`config.mk`:
```
export PLATFORM = sky130hd
export DESIGN_NAME = dodi_top
export DESIGN_NICKNAME = d
export VERILOG_FILES = /design/src/verilog/dodi_pkg.sv /design/src/verilog/dodi_top.sv /design/src/verilog/dodi_delay_gen.sv /design/src/verilog/dodi_out_ff.sv
export VERILOG_INCLUDE_DIRS = /design/src /design/src/verilog
export SDC_FILE = /design/constraint.sdc
export NUM_CORES = 1
export LEC_CHECK = 0
export BUFFER_PORTS_ARGS = -buffer_cell sky130_fd_sc_hd__buf_4
export CAP_MARGIN = 15
export CORE_MARGIN = 1.5
export CORE_UTILIZATION = 35
export DETAILED_ROUTE_END_ITERATION = 16
export GPL_TIMING_DRIVEN = 0
export PLACE_DENSITY = 0.63
export SKIP_CTS_REPAIR_TIMING = 1
export SYNTH_ARGS = -nofsm -noshare
export SYNTH_HDL_FRONTEND = slang
export SYNTH_SLANG_ARGS = --single-unit
```
`constraint.sdc`:
```
create_clock -name CLK_SYS_I -period 2.9 [get_ports CLK_SYS_I]
set_input_delay 0.145 -clock CLK_SYS_I [delete_from_list [all_inputs] [get_ports CLK_SYS_I]]
set_output_delay 0.145 -clock CLK_SYS_I [all_outputs]
set_load 0.05 [all_outputs]
```
`src/verilog/dodi_params.svh`:
```
`ifndef DODI_PARAMS_SVH
`define DODI_PARAMS_SVH
// System clock rate in MHz (10 ns period).
`define DODI_CLK_MHZ 100
// Cycles in one millisecond, derived from the clock rate.
`define DODI_MS_CYC (`DODI_CLK_MHZ * 1000)
// Recovery time after an interval, in microseconds, and its cycle count.
`define DODI_REC_US 20
`define DODI_REC_CYC (`DODI_REC_US * `DODI_CLK_MHZ)
// Allowed interval range in milliseconds.
`define DODI_LEN_MIN_MS 8'h06
`define DODI_LEN_MAX_MS 8'hC8
// Interval reset values in milliseconds.
`define DODI_PP_LEN_RST 8'h6E
`define DODI_GO_LEN_RST 8'h0C
`define DODI_LT_LEN_RST 8'h6E
// System clocks per digit time of the output flip-flop.
`define DODI_DIGIT_DIV 8
// Sequencer state 5 and digital output opcode codes.
`define DODI_STATE5 3'h3
`define DODI_OP_DOUT 3'h2
// Output groups of interest.
`define DODI_GRP_PP 6'h00
`define DODI_GRP_LT 6'h01
`define DODI_GRP_PWR 6'h04
// Register byte offsets.
`define DODI_OFS_CTRL 8'h00
`define DODI_OFS_PP_LEN 8'h04
`define DODI_OFS_GO_LEN 8'h08
`define DODI_OFS_LT_LEN 8'h0C
`define DODI_OFS_STATUS 8'h10
// Field positions.
`define DODI_CTRL_READER 0
`define DODI_ST_PP 0
`define DODI_ST_GO 1
`define DODI_ST_LT 2
`define DODI_ST_POL 3
`define DODI_ST_INH 4
`define DODI_ST_PPPWR 5
`define DODI_ST_LTPWR 6
`endif

```
`src/verilog/dodi_pkg.sv`:
```
package dodi_pkg;
  // Interval length in milliseconds.
  typedef logic [7:0] dodi_len_t;
  // Delay generator states.
  typedef enum logic [1:0] {
    DODI_IDLE,
    DODI_ACTIVE,
    DODI_RECOVER
  } dodi_dly_e;
  // Command word presented by the sequencer.
  typedef struct packed {
    logic [2:0] seq_state_bit;
    logic [2:0] opcode_bit;
    logic [5:0] group_addr_bit;
    logic exec_odd;
    logic [1:0] line_sel;
  } dodi_cmd_s;
endpackage

```
`src/verilog/dodi_top.sv`:
```
// The APB interface to the registers and the placing of the registers were decided locally.
`timescale 1ns/100ps
`include "dodi_params.svh"
// Operation
// - Group four lines switch terminal power.
// - Output flip-flop set, reset, hold per digit.
// - Both flip-flop outputs false second half.
// - Printer-punch delay holds 110 ms.
// - Printer-punch delay blocks its next commands.
// - Generator self-resets, rearms after 20 us.
// - Direct and complement delay outputs.
// - Trigger only when true at clock.
// - Interval adjustable six to 200 ms.
// - Group 0 output triggers printer-punch delay.
// - First address bit zero triggers general.
// - Group 1 output triggers typewriter delay.
// - Delays block guarded commands until done.
// - Polarity selects driver, gated by general.
// - True reader input de-energizes, powers reader.
// - Odd time sets polarity, even clears.
// - General delay about 12 ms, holds commands.
module dodi_top #(
  parameter int CYCLES_PER_MS = `DODI_MS_CYC,
  parameter int DIGIT_DIV = `DODI_DIGIT_DIV
) (
  input wire logic CLK_SYS_I,
  input wire logic RESET_I,
  input dodi_pkg::dodi_cmd_s CMD_I,
  input wire logic APB_PSEL_I,
  input wire logic APB_PENABLE_I,
  input wire logic APB_PWRITE_I,
  input wire logic [7:0] APB_PADDR_I,
  input wire logic [31:0] APB_PWDATA_I,
  output logic [31:0] APB_PRDATA_O,
  output logic APB_PREADY_O,
  output logic APB_PSLVERR_O,
  output logic STATE5_INHIBIT_O,
  output logic PRINTER_PUNCH_DELAY_O,
  output logic PRINTER_PUNCH_DELAY_N_O,
  output logic GENERAL_OUTPUT_DELAY_O,
  output logic GENERAL_OUTPUT_DELAY_N_O,
  output logic LOGTYPE_DELAY_O,
  output logic LOGTYPE_DELAY_N_O,
  output logic OUTPUT_POLARITY_FF_O,
  output logic OUTPUT_POLARITY_FF_N_O,
  output logic RELAY_DRV_SET_O,
  output logic RELAY_DRV_CLR_O,
  output logic PP_POWER_O,
  output logic LT_POWER_O,
  output logic READER_RELAY_COIL_O,
  output logic READER_POWER_O
);
  import dodi_pkg::*;

  localparam int CW = $bits(dodi_cmd_s); // Width of the command word.

  // Command word synchroniser stages; stage one feeds stage two only.
  logic [CW-1:0] cmd_s1_r;
  logic [CW-1:0] cmd_s2_r;
  dodi_cmd_s cmd; // Synchronised command seen by the logic.

  // The command arrives from outside this clock, so every bit gets two flops.
  genvar gi;
  generate
    for (gi = 0; gi < CW; gi++) begin : g_sync
      always_ff @(posedge CLK_SYS_I) begin
        if (RESET_I) begin
          cmd_s1_r[gi] <= 1'b0;
          cmd_s2_r[gi] <= 1'b0;
        end else begin
          cmd_s1_r[gi] <= CMD_I[gi];
          cmd_s2_r[gi] <= cmd_s1_r[gi];
        end
      end
    end
  endgenerate
  assign cmd = dodi_cmd_s'(cmd_s2_r);

  // Command decode terms.
  logic in_state5; // Sequencer is in state 5.
  logic dout_op; // A digital output command is decoded.
  logic addr_pp; // Group 0, the printer-punch terminal.
  logic addr_lt; // Group 1, the logging typewriter.
  logic addr_pwr; // Group 4, the power switching group.
  logic addr_low; // First address bit is zero.
  logic pp_trig; // Trigger for the printer-punch delay.
  logic go_trig; // Trigger for the general output delay.
  logic lt_trig; // Trigger for the typewriter delay.

  // Decode of the state, opcode and group address bits.
  always_comb begin
    in_state5 = cmd.seq_state_bit == `DODI_STATE5;
    dout_op = cmd.opcode_bit == `DODI_OP_DOUT;
    addr_pp = cmd.group_addr_bit == `DODI_GRP_PP;
    addr_lt = cmd.group_addr_bit == `DODI_GRP_LT;
    addr_pwr = cmd.group_addr_bit == `DODI_GRP_PWR;
    addr_low = !cmd.group_addr_bit[5];
    pp_trig = in_state5 && dout_op && addr_pp;
    go_trig = in_state5 && dout_op && addr_low;
    lt_trig = in_state5 && dout_op && addr_lt;
  end

  // Register file contents.
  logic reader_r; // Reader relay driver input.
  dodi_len_t pp_len_r; // Printer-punch interval in ms.
  dodi_len_t go_len_r; // General output interval in ms.
  dodi_len_t lt_len_r; // Typewriter interval in ms.
  logic [31:0] status; // Live status word.
  logic pol_q; // Held polarity state, read by the status word and the drivers.

  // APB decode terms.
  logic apb_setup; // Setup cycle of a transfer.
  logic apb_wr; // Write taking effect this edge.
  logic addr_ok; // Address maps to a register.

  always_comb begin
    apb_setup = APB_PSEL_I && !APB_PENABLE_I;
    apb_wr = APB_PSEL_I && APB_PENABLE_I && APB_PREADY_O && APB_PWRITE_I;
    case (APB_PADDR_I & 8'hFC)
      `DODI_OFS_CTRL, `DODI_OFS_PP_LEN, `DODI_OFS_GO_LEN,
      `DODI_OFS_LT_LEN, `DODI_OFS_STATUS: begin
        addr_ok = 1'b1;
      end
      default: begin
        addr_ok = 1'b0;
      end
    endcase
  end

  // Status word, assembled from live block state.
  always_comb begin
    status = 32'h0;
    status[`DODI_ST_PP] = PRINTER_PUNCH_DELAY_O;
    status[`DODI_ST_GO] = GENERAL_OUTPUT_DELAY_O;
    status[`DODI_ST_LT] = LOGTYPE_DELAY_O;
    status[`DODI_ST_POL] = pol_q;
    status[`DODI_ST_INH] = STATE5_INHIBIT_O;
    status[`DODI_ST_PPPWR] = PP_POWER_O;
    status[`DODI_ST_LTPWR] = LT_POWER_O;
  end

  // Every transfer gets exactly one access cycle: ready rises with it.
  // Read data is captured in the setup cycle, a trade of one cycle of
  // status staleness for a registered, glitch-free bus output.
  always_ff @(posedge CLK_SYS_I) begin
    if (RESET_I) begin
      APB_PREADY_O <= 1'b0;
      APB_PSLVERR_O <= 1'b0;
      APB_PRDATA_O <= 32'h0;
    end else begin
      APB_PREADY_O <= apb_setup;
      APB_PSLVERR_O <= apb_setup && !addr_ok;
      if (apb_setup && !APB_PWRITE_I) begin
        case (APB_PADDR_I & 8'hFC)
          `DODI_OFS_CTRL: begin
            APB_PRDATA_O <= {31'h0, reader_r};
          end
          `DODI_OFS_PP_LEN: begin
            APB_PRDATA_O <= {24'h0, pp_len_r};
          end
          `DODI_OFS_GO_LEN: begin
            APB_PRDATA_O <= {24'h0, go_len_r};
          end
          `DODI_OFS_LT_LEN: begin
            APB_PRDATA_O <= {24'h0, lt_len_r};
          end
          `DODI_OFS_STATUS: begin
            APB_PRDATA_O <= status;
          end
          default: begin
            // Unmapped reads return zero with an error.
            APB_PRDATA_O <= 32'h0;
          end
        endcase
      end else if (!APB_PSEL_I) begin
        APB_PRDATA_O <= 32'h0;
      end
    end
  end

  // Writable registers; the status register ignores writes.
  always_ff @(posedge CLK_SYS_I) begin
    if (RESET_I) begin
      reader_r <= 1'b0;
      pp_len_r <= `DODI_PP_LEN_RST;
      go_len_r <= `DODI_GO_LEN_RST;
      lt_len_r <= `DODI_LT_LEN_RST;
    end else if (apb_wr) begin
      case (APB_PADDR_I & 8'hFC)
        `DODI_OFS_CTRL: begin
          reader_r <= APB_PWDATA_I[`DODI_CTRL_READER];
        end
        `DODI_OFS_PP_LEN: begin
          pp_len_r <= APB_PWDATA_I[7:0];
        end
        `DODI_OFS_GO_LEN: begin
          go_len_r <= APB_PWDATA_I[7:0];
        end
        `DODI_OFS_LT_LEN: begin
          lt_len_r <= APB_PWDATA_I[7:0];
        end
        default: begin
          // Read-only or unmapped: nothing stored.
        end
      endcase
    end
  end

  // The three delay generators share one design.
  dodi_delay_gen #(
    .CYC_PER_MS(CYCLES_PER_MS),
    .REC_CYC(`DODI_REC_CYC)
  ) u_pp_dly (
    .clk_i(CLK_SYS_I),
    .rst_i(RESET_I),
    .trig_i(pp_trig),
    .len_i(pp_len_r),
    .active_o(PRINTER_PUNCH_DELAY_O),
    .active_n_o(PRINTER_PUNCH_DELAY_N_O)
  );

  dodi_delay_gen #(
    .CYC_PER_MS(CYCLES_PER_MS),
    .REC_CYC(`DODI_REC_CYC)
  ) u_go_dly (
    .clk_i(CLK_SYS_I),
    .rst_i(RESET_I),
    .trig_i(go_trig),
    .len_i(go_len_r),
    .active_o(GENERAL_OUTPUT_DELAY_O),
    .active_n_o(GENERAL_OUTPUT_DELAY_N_O)
  );

  dodi_delay_gen #(
    .CYC_PER_MS(CYCLES_PER_MS),
    .REC_CYC(`DODI_REC_CYC)
  ) u_lt_dly (
    .clk_i(CLK_SYS_I),
    .rst_i(RESET_I),
    .trig_i(lt_trig),
    .len_i(lt_len_r),
    .active_o(LOGTYPE_DELAY_O),
    .active_n_o(LOGTYPE_DELAY_N_O)
  );

  // Hold off state 5 of any command whose equipment is still timing.
  // The hold depends only on the decoded command, not on state 5, so the
  // sequencer sees it while it still waits in state 4.
  always_ff @(posedge CLK_SYS_I) begin
    if (RESET_I) begin
      STATE5_INHIBIT_O <= 1'b0;
    end else begin
      STATE5_INHIBIT_O <= (PRINTER_PUNCH_DELAY_O && dout_op && addr_pp)
        || (GENERAL_OUTPUT_DELAY_O && dout_op && addr_low)
        || (LOGTYPE_DELAY_O && dout_op && addr_lt);
    end
  end

  // Digit time divider: one enable pulse per digit period.
  logic [7:0] ph_r; // Phase within the digit period.
  logic digit_en; // Last cycle of the digit period.
  logic half; // Second half of the digit period.
  always_ff @(posedge CLK_SYS_I) begin
    if (RESET_I) begin
      ph_r <= 8'h00;
    end else if (digit_en) begin
      ph_r <= 8'h00;
    end else begin
      ph_r <= ph_r + 8'h01;
    end
  end
  assign digit_en = ph_r == 8'(DIGIT_DIV - 1);
  assign half = ph_r >= 8'(DIGIT_DIV / 2);

  // Output polarity flip-flop, set on odd and cleared on even times.
  // Limitation: the command must stay in state 5 across a digit edge.
  dodi_out_ff u_pol_ff (
    .clk_i(CLK_SYS_I),
    .rst_i(RESET_I),
    .digit_en_i(digit_en),
    .half_i(half),
    .set_i(go_trig && cmd.exec_odd),
    .clr_i(go_trig && !cmd.exec_odd),
    .q_o(pol_q),
    .out_o(OUTPUT_POLARITY_FF_O),
    .out_n_o(OUTPUT_POLARITY_FF_N_O)
  );

  // Relay driver pair: polarity picks the side, the general delay gates.
  // Drivers follow the held state so relay current is not chopped.
  always_ff @(posedge CLK_SYS_I) begin
    if (RESET_I) begin
      RELAY_DRV_SET_O <= 1'b0;
      RELAY_DRV_CLR_O <= 1'b0;
    end else begin
      RELAY_DRV_SET_O <= pol_q && GENERAL_OUTPUT_DELAY_O;
      RELAY_DRV_CLR_O <= !pol_q && GENERAL_OUTPUT_DELAY_O;
    end
  end

  // Terminal power lines in group four follow the execution time parity.
  always_ff @(posedge CLK_SYS_I) begin
    if (RESET_I) begin
      PP_POWER_O <= 1'b0;
      LT_POWER_O <= 1'b0;
    end else if (in_state5 && dout_op && addr_pwr) begin
      if (cmd.line_sel[0]) begin
        PP_POWER_O <= cmd.exec_odd;
      end
      if (cmd.line_sel[1]) begin
        LT_POWER_O <= cmd.exec_odd;
      end
    end
  end

  // Reader relay: a true input cuts the coil, which powers the reader.
  always_ff @(posedge CLK_SYS_I) begin
    if (RESET_I) begin
      READER_RELAY_COIL_O <= 1'b1;
      READER_POWER_O <= 1'b0;
    end else begin
      READER_RELAY_COIL_O <= !reader_r;
      READER_POWER_O <= reader_r;
    end
  end

  inhibit_pp_a: assert property (@(posedge CLK_SYS_I) disable iff (RESET_I)
    (PRINTER_PUNCH_DELAY_O && dout_op && addr_pp) |=> STATE5_INHIBIT_O)
    else $error("Printer-punch command not held off.");
  relay_gate_a: assert property (@(posedge CLK_SYS_I) disable iff (RESET_I)
    !$past(GENERAL_OUTPUT_DELAY_O) |-> !RELAY_DRV_SET_O && !RELAY_DRV_CLR_O)
    else $error("Relay driver on without general delay.");
  pp_start_a: assert property (@(posedge CLK_SYS_I) disable iff (RESET_I)
    $rose(PRINTER_PUNCH_DELAY_O) |-> $past(pp_trig))
    else $error("Printer-punch delay started without trigger.");
  go_start_a: assert property (@(posedge CLK_SYS_I) disable iff (RESET_I)
    $rose(GENERAL_OUTPUT_DELAY_O) |-> $past(go_trig))
    else $error("General delay started without trigger.");
  lt_start_a: assert property (@(posedge CLK_SYS_I) disable iff (RESET_I)
    $rose(LOGTYPE_DELAY_O) |-> $past(lt_trig))
    else $error("Typewriter delay started without trigger.");
  reader_pwr_a: assert property (@(posedge CLK_SYS_I) disable iff (RESET_I)
    READER_POWER_O != READER_RELAY_COIL_O)
    else $error("Reader power and coil disagree.");
  pol_set_a: assert property (@(posedge CLK_SYS_I) disable iff (RESET_I)
    (digit_en && go_trig && cmd.exec_odd) |=> pol_q)
    else $error("Odd time did not set polarity.");
  apb_ready_a: assert property (@(posedge CLK_SYS_I) disable iff (RESET_I)
    apb_setup |=> APB_PREADY_O ##1 !APB_PREADY_O)
    else $error("Bus ready not a single access cycle.");
  pp_run_c: cover property (@(posedge CLK_SYS_I) disable iff (RESET_I)
    $fell(PRINTER_PUNCH_DELAY_O));
  inhibit_c: cover property (@(posedge CLK_SYS_I) disable iff (RESET_I)
    $rose(STATE5_INHIBIT_O));
  lt_run_c: cover property (@(posedge CLK_SYS_I) disable iff (RESET_I)
    $rose(LOGTYPE_DELAY_O));
  drv_set_c: cover property (@(posedge CLK_SYS_I) disable iff (RESET_I)
    $rose(RELAY_DRV_SET_O));
endmodule // dodi_top

```
`src/verilog/dodi_delay_gen.sv`:
```
`timescale 1ns/100ps
`include "dodi_params.svh"
module dodi_delay_gen #(
  parameter int CYC_PER_MS = `DODI_MS_CYC,
  parameter int REC_CYC = `DODI_REC_CYC
) (
  input wire logic clk_i,
  input wire logic rst_i,
  input wire logic trig_i,
  input dodi_pkg::dodi_len_t len_i,
  output logic active_o,
  output logic active_n_o
);
  import dodi_pkg::*;
  dodi_dly_e st_r; // Current state.
  logic [31:0] sub_r; // Cycle counter within a millisecond or recovery.
  dodi_len_t ms_r; // Milliseconds left.
  dodi_len_t len_c; // Clamped length.
  // Clamp the length so a bad setting cannot stretch or kill the interval.
  always_comb begin
    if (len_i < `DODI_LEN_MIN_MS) begin
      len_c = `DODI_LEN_MIN_MS;
    end else if (len_i > `DODI_LEN_MAX_MS) begin
      len_c = `DODI_LEN_MAX_MS;
    end else begin
      len_c = len_i;
    end
  end
  // Sequencing of idle, timed interval and recovery.
  always_ff @(posedge clk_i) begin
    if (rst_i) begin
      st_r <= DODI_IDLE;
      sub_r <= 32'h0;
      ms_r <= 8'h00;
      active_o <= 1'b0;
      active_n_o <= 1'b1;
    end else begin
      case (st_r)
        DODI_IDLE: begin
          // Only a true trigger at a clock edge starts the interval.
          if (trig_i) begin
            st_r <= DODI_ACTIVE;
            ms_r <= len_c;
            sub_r <= 32'h0;
            active_o <= 1'b1;
            active_n_o <= 1'b0;
          end
        end
        DODI_ACTIVE: begin
          // Triggers here are ignored, so the interval is never lengthened.
          if (sub_r == 32'(CYC_PER_MS - 1)) begin
            sub_r <= 32'h0;
            if (ms_r == 8'h01) begin
              st_r <= DODI_RECOVER;
              active_o <= 1'b0;
              active_n_o <= 1'b1;
            end else begin
              ms_r <= ms_r - 8'h01;
            end
          end else begin
            sub_r <= sub_r + 32'h1;
          end
        end
        DODI_RECOVER: begin
          // Recovery blocks retriggering for the fixed time.
          if (sub_r == 32'(REC_CYC - 1)) begin
            st_r <= DODI_IDLE;
            sub_r <= 32'h0;
          end else begin
            sub_r <= sub_r + 32'h1;
          end
        end
        default: begin
          st_r <= DODI_IDLE;
        end
      endcase
    end
  end
  // Helper counters watched only by the checks below.
  logic [31:0] on_cnt_r;
  logic [31:0] off_cnt_r;
  logic [31:0] len_cyc_r;
  always_ff @(posedge clk_i) begin
    if (rst_i) begin
      on_cnt_r <= 32'h0;
      off_cnt_r <= 32'hFFFF_FFFF;
      len_cyc_r <= 32'h0;
    end else begin
      on_cnt_r <= active_o ? on_cnt_r + 32'h1 : 32'h0;
      off_cnt_r <= active_o ? 32'h0 : off_cnt_r + ((off_cnt_r == 32'hFFFF_FFFF) ? 32'h0 : 32'h1);
      if (st_r == DODI_IDLE && trig_i) begin
        len_cyc_r <= 32'(len_c) * 32'(CYC_PER_MS);
      end
    end
  end
  dly_length_a: assert property (@(posedge clk_i) disable iff (rst_i)
    $fell(active_o) |-> on_cnt_r == len_cyc_r)
    else $error("Delay interval length wrong.");
  dly_recovery_a: assert property (@(posedge clk_i) disable iff (rst_i)
    $rose(active_o) |-> off_cnt_r >= 32'(REC_CYC))
    else $error("Retriggered inside recovery time.");
  dly_compl_a: assert property (@(posedge clk_i) disable iff (rst_i)
    active_n_o == !active_o)
    else $error("Delay complement output wrong.");
  dly_start_a: assert property (@(posedge clk_i) disable iff (rst_i)
    (st_r == DODI_IDLE && trig_i) |=> active_o)
    else $error("Trigger did not start interval.");
endmodule // dodi_delay_gen

```
`src/verilog/dodi_out_ff.sv`:
```
`timescale 1ns/100ps
module dodi_out_ff (
  input wire logic clk_i,
  input wire logic rst_i,
  input wire logic digit_en_i,
  input wire logic half_i,
  input wire logic set_i,
  input wire logic clr_i,
  output logic q_o,
  output logic out_o,
  output logic out_n_o
);
  // Stored state, updated only at a digit time.
  always_ff @(posedge clk_i) begin
    if (rst_i) begin
      q_o <= 1'b0;
    end else if (digit_en_i) begin
      if (set_i && !clr_i) begin
        q_o <= 1'b1;
      end else if (clr_i && !set_i) begin
        q_o <= 1'b0;
      end
    end
  end
  // Both sides read false in the second half of the digit period.
  always_ff @(posedge clk_i) begin
    if (rst_i) begin
      out_o <= 1'b0;
      out_n_o <= 1'b0;
    end else begin
      out_o <= q_o && !half_i;
      out_n_o <= !q_o && !half_i;
    end
  end
  off_half_a: assert property (@(posedge clk_i) disable iff (rst_i)
    $past(half_i) |-> !out_o && !out_n_o)
    else $error("Output flip-flop not false in second half.");
  ff_hold_a: assert property (@(posedge clk_i) disable iff (rst_i)
    !digit_en_i |=> $stable(q_o))
    else $error("Output flip-flop moved outside digit time.");
endmodule // dodi_out_ff

```
Word-level counts from Yosys, hierarchy flattened:

Index checks and enable logic that the tools add are counted.

* input bits: 60
* output and inout bits: 49
* word-level logic and storage cells: 262
* bits in registers: 239

* add/sub/neg operators: 7
* mux-type cells: 75
* magnitude comparators: 7
* equal/unequal tests: 40
* reductions and logical operators: 70

Operator list (number)
* two-way mux 32 bit: 11
* case mux 32 bit (3 select lines): 3
* two-way mux 8 bit: 15
* adder 32 x 1 -> 32 bit (second input constant): 3
* == test 32 x 11 -> 1 bit (second input constant): 3
* == test 32 x 17 -> 1 bit (second input constant): 3
* case mux 8 bit (2 select lines): 3
* case mux 8 bit (5 select lines): 1
* AND reduction 4 bit: 9
* logical AND 1 bit: 25
* == test 8 x 1 -> 1 bit (second input constant): 3
* > comparator 8 bit (second input constant): 3
* < comparator 8 x 3 -> 1 bit (second input constant): 3
* two-way mux 2 bit: 12
* subtractor 8 x 1 -> 8 bit (second input constant): 3
* two-way mux 1 bit: 21
* inequality test 2 x 1 -> 1 bit (second input constant): 10
* AND reduction 2 bit: 10
* case mux 2 bit (3 select lines): 3
* == test 6 x 1 -> 1 bit (second input constant): 2
* == test 6 x 2 -> 1 bit (second input constant): 2
* == test 6 x 3 -> 1 bit (second input constant): 2
* inequality test 2 bit (second input constant): 6
* case mux 1 bit (2 select lines): 6
* other kinds (15): 37

Logic depth before layout (Yosys ltp):

* word-level depth: 8
* mapped depth: 10
* mapped depth without buffers: 8

Modules after synthesis:

A second synthesis with hierarchy kept.

* cells, all modules: 1318
* area total of the unflattened synthesis: 11180.7 um^2

By module, submodules not included
* dodi_delay_gen: area an instance 2620.0 um^2, instances 3, seq. area each 880.8 um^2, cells each 330
* dodi_top: area an instance 3203.1 um^2, instances 1, seq. area each 1601.5 um^2, cells each 317
* dodi_out_ff: area an instance 117.6 um^2, instances 1, seq. area each 60.1 um^2, cells each 11

Least setup slack after synthesis:

No wires, ideal clock.

* path kind: reg2reg
* start: reg u_lt_dly.sub_r[11]
* end: reg u_lt_dly.sub_r[10]
* library setup time: 0.115 ns
* period minus slack after synthesis: 2.361 ns
* data arrival time: 2.247 ns
* buffers on the path: 1
* stages on the path, launching flop included: 8
* slack: 0.539 ns
* required time: 2.785 ns
* cells stage by stage: dfxtp_1 -> or4_1 -> or4b_4 -> o41ai_4 -> a21boi_2 -> o21ai_4 -> buf_6 -> nor2_1

* longest elaborated chain between the ends: 3
* elaborated cells between the ends (all ways): 5
* classes of those cells: eq/ne: 2; mux: 3

RTL lines
* start, declared: RTL line dodi_delay_gen.sv:16 `logic [31:0] sub_r;`
* start signal, assigned: RTL line dodi_delay_gen.sv:61 `sub_r <= sub_r + 32'h1;`
* start signal, assigned: RTL line dodi_delay_gen.sv:70 `sub_r <= sub_r + 32'h1;`
* == test 32 x 11 -> 1 bit or == test 32 x 17 -> 1 bit (tied branches): RTL line dodi_delay_gen.sv:66, dodi_delay_gen.sv:51
* two-way mux 32 bit, on equally long branches: RTL line dodi_delay_gen.sv:66, dodi_delay_gen.sv:51
* case mux 32 bit (3 select lines) *: RTL line dodi_delay_gen.sv:38 `case (st_r)`

Every way passes the cells marked *; elsewhere a longest branch is shown, timed or not.
A chain may end at the register's enable or synchronous reset.

Worst setup path in the final report:

* start: reg cmd_s2_r[8] (netlist: cmd[8])
* end: reg u_lt_dly.sub_r[27]

* longest elaborated chain between the ends: 4

RTL lines
* start, declared: RTL line dodi_top.sv:59 `logic [CW-1:0] cmd_s2_r;`
* start signal, assigned by index: RTL line dodi_top.sv:72 `cmd_s2_r[gi] <= cmd_s1_r[gi];`
* == test 6 x 1 -> 1 bit (no line)
* logical AND 1 bit: RTL line dodi_top.sv:100 `lt_trig = in_state5 && dout_op && addr_lt;`
* inequality test 2 bit (no line)
* AND reduction 2 bit (no line)

No other way between the ends.

==> results.toml <==
[clock_network]
numCtsBuffers = 25
clockBufferDepth = 3
cts-root-buf = "clkbuf_16"
cts_tree = "done"
clk_pin_slew_ns = 0.06
clock_sinks = 215
clkLatencyLatePin_ns = 0.53
h-tree-depth = 1

[timing]
tightest_slew_ns = 0.8926
setup_violations = 0
max_freq_mhz = 364.2
slew_headroom_pct = 39.94
final_hold_viol_count = 0
whs_ns = 0.03419
min_period_ns = 2.746
clock_skew_ns = 0.02014
period_share_pct = 94.69
drv_slew = 0
tns_ns = 0
rsz0062_at_grt = "false"

[synth]
ys_ff_latch = 215
netlist_area_sq_um = 10590
synth_edf_count = 0
ys_seq_area_share_pct = 40.63
ys_top_cells_by_area = "dfxtp_1 41%, nor2_1 6.2%, xnor2_1 5.5%"
ys.flop_type = "dfxtp_1"
synth_warnings = 0
synth_cell_types = 72
syn_inst = 1250
yosys.area.top_type_share_pct = 40.63
yosysTopAreaCell = "dfxtp_1"
avgSynthCellArea_sq_um = 8.474
synthArstFlopShare_pct = 0

[power_and_ir_drop]
total_power_w = 0.008113
leakage_nw = 4.630
peakVddDrop_v = 0.0004369
swShare_pct = 28.41
p_comb_share_pct = 17.5
power.switching_w = 0.002305
power_frac_clock_pct = 43.1
p_per_area_nw_per_um2 = 632.5
sequentialPowerShare_pct = 39.3
p_int_w = 0.005808

[route]
drt_drc_violations_left = 0
first_pass_iters = 5
antenna_left = 0
finalWirelength_microns = 27290
drt_first_iter_violations = 623
via_per_inst = 5.212
wire_per_inst_microns = 15.22
dr_total_vias = 9345

[die]
io_pins = 109
dieArea_sq_um = 31320
die_h_microns = 177.0
design.core.area_sq_um = 29720
start_util_pct = 35.64
row_count = 63
fp.dieW_microns = 177.0

[global_route]
grt_pass1_wl_microns = 43760
grt_max_degree = 14
antenna_found_initial = 0
grt_pass1_vias = 8477
grt_usage_pct = 17.10
overflow = 0

[setup_path]
crit_path_max_incr_delay_ns = 0.61
critical_path_class = "register to register"
end_kind = "register"
critPathArrivalTime_ns = 3.17
critPathBufInv = 2
path_max_fanout = 10
rr_worst_depth = 8
cp_num_cells = 8
critical_path.top_delay_family = "compound AO/OA/AOI/OAI gates"
cp_slowest_cell = "or4_4"
crit_chain = "or4_4 > o41ai_4 > buf_2 > nand2_1 > a21oi_1 > buf_4 > o21ai_0 > a311oi_1"
critPathRequiredTime_ns = 3.33
critPathLaunchType = "register"

[final_layout]
nets = 1466
fillCellCount = 2920
area_delta_synth_final_pct = 21.10
drive_above_1_share_pct = 12.83
fin_util_pct = 43.16
layout_common_cells = "215 x dfxtp_1, 175 x nor2_1, 105 x nand2_1, 85 x buf_4, 67 x xnor2_1"
final_common_cell = "dfxtp_1"
antenna_cells = 0

[hold_path]
holdPathStages = 4
hp-class = "input pin to register"

[job]
cap_violations = 0

[placement]
hpwl_microns = 19430
io_buffer_count = 58
finalWeightedCongestion = 0.8471

[outcome]
outcome = "complete, no violations"
-- synth_stat cells, types with 4 or more instances --
cell type / number
mux2_2: 9
nand2_1: 105
or3b_1: 4
or3_1: 7
clkbuf_1: 36
a21o_1: 4
nor3_1: 44
a41oi_1: 7
xnor2_1: 67
a31oi_1: 18
or4_1: 8
nand4b_1: 8
a21oi_1: 45
nor2_1: 175
nand3b_1: 5
a211oi_1: 6
and4_1: 8
dfxtp_1: 215
xor2_1: 17
and3_1: 24
nand2b_1: 10
inv_1: 34
o21ai_0: 25
buf_4: 27
mux2i_1: 41
nand4_1: 35
o211ai_1: 5
or2_2: 5
and2_1: 13
nor2b_1: 38
a222oi_1: 6
a32oi_1: 5
nand3_1: 55
ha_1: 22
nor4_1: 39
nor4b_1: 4
buf_2: 12
-- worst register-to-register path, stage by stage, from the launching register on --
cell and delay, ns:
dfxtp_1 0.38, or4_4 0.61, o41ai_4 0.45, buf_2 0.29, nand2_1 0.08, a21oi_1 0.25, buf_4 0.23, o21ai_0 0.09
a311oi_1 0.28
-- metrics by stage --
step	area (sq um)	worst slack, ns	std cells
4_1_cts	12540	0.06316	1767
5_1_grt	12830	0.002726	1793
6_report	12830	0.1540	1793
2_1_floorplan	10680	0.5388	1273
3_5_place_dp	11600	0.08445	1721
3_3_place_gp	11600	0.09133	1721
-- logic make-up after synthesis --
| kind of cell | share of synthesized area, % |
|---|---|
| fa+ha+maj | 2.599 |
| simple gates | 29.03 |
| other cells | 0.03540 |
| compound gates | 10.51 |
| mux | 4.961 |
| buf+inv | 5.280 |
| flops | 40.63 |
| xor+xnor | 6.945 |
-- cell type report --
type | count | area (sq um) | area share, %
Multi-Input combinational cell | 944 | 5847 | 45.58
Sequential cell | 215 | 4304 | 33.55
Clock buffer | 34 | 739.5 | 5.765
Timing Repair Buffer | 84 | 695.7 | 5.423
Tap cell | 390 | 488.0 | 3.804
Buffer | 78 | 424.2 | 3.307
Clock inverter | 12 | 193.9 | 1.512
Inverter | 36 | 135.1 | 1.053
-- sequential cells by signal, indices dropped and copies added (netlist names), 2 cells and up --
name / flops
u_lt_dly.st_r: 2
u_pp_dly.st_r: 2
u_lt_dly.sub_r: 32
u_go_dly.ms_r: 8
APB_PRDATA_O: 8
cmd_s1_r: 15
go_len_r: 8
pp_len_r: 8
cmd: 15
u_go_dly.st_r: 2
u_pp_dly.ms_r: 8
ph_r: 8
u_go_dly.sub_r: 32
lt_len_r: 8
u_pp_dly.sub_r: 32
u_lt_dly.ms_r: 8
-- per-layer routing --
metal / up-vias / track usage, % / share of wire [%]
met3: 41 / 2.534 / 5.0
li1: 4665 / - / -
met5: - / 0 / 0
met1: 4402 / 23.51 / 47
met4: 0 / 5.508 / 2.5
met2: 237 / 27.38 / 46
-- final timing paths --
path             startpoint            endpoint  slack, ns
max reg2reg          cmd[8]  u_lt_dly.sub_r[27]       0.15
min          APB_PADDR_I[3]            reader_r       0.03
min reg2reg    cmd_s1_r[14]             cmd[14]       0.43
max                  cmd[8]  u_lt_dly.sub_r[27]       0.15
-- power groups by stage --
| stage | clock network (W) | logic (W) | registers (W) |
|---|---|---|---|
| 3_5_place_dp | 0 | 0.00137 | 0.00325 |
| 3_3_place_gp | 0 | 0.00135 | 0.00325 |
| 5_1_grt | 0.00369 | 0.00156 | 0.00320 |
| 4_1_cts | 0.00358 | 0.00138 | 0.00319 |
| 2_1_floorplan | 0 | 0.000945 | 0.00330 |
| 6_report | 0.00350 | 0.00142 | 0.00319 |
No activity file was read; power rests on OpenSTA's default activity.
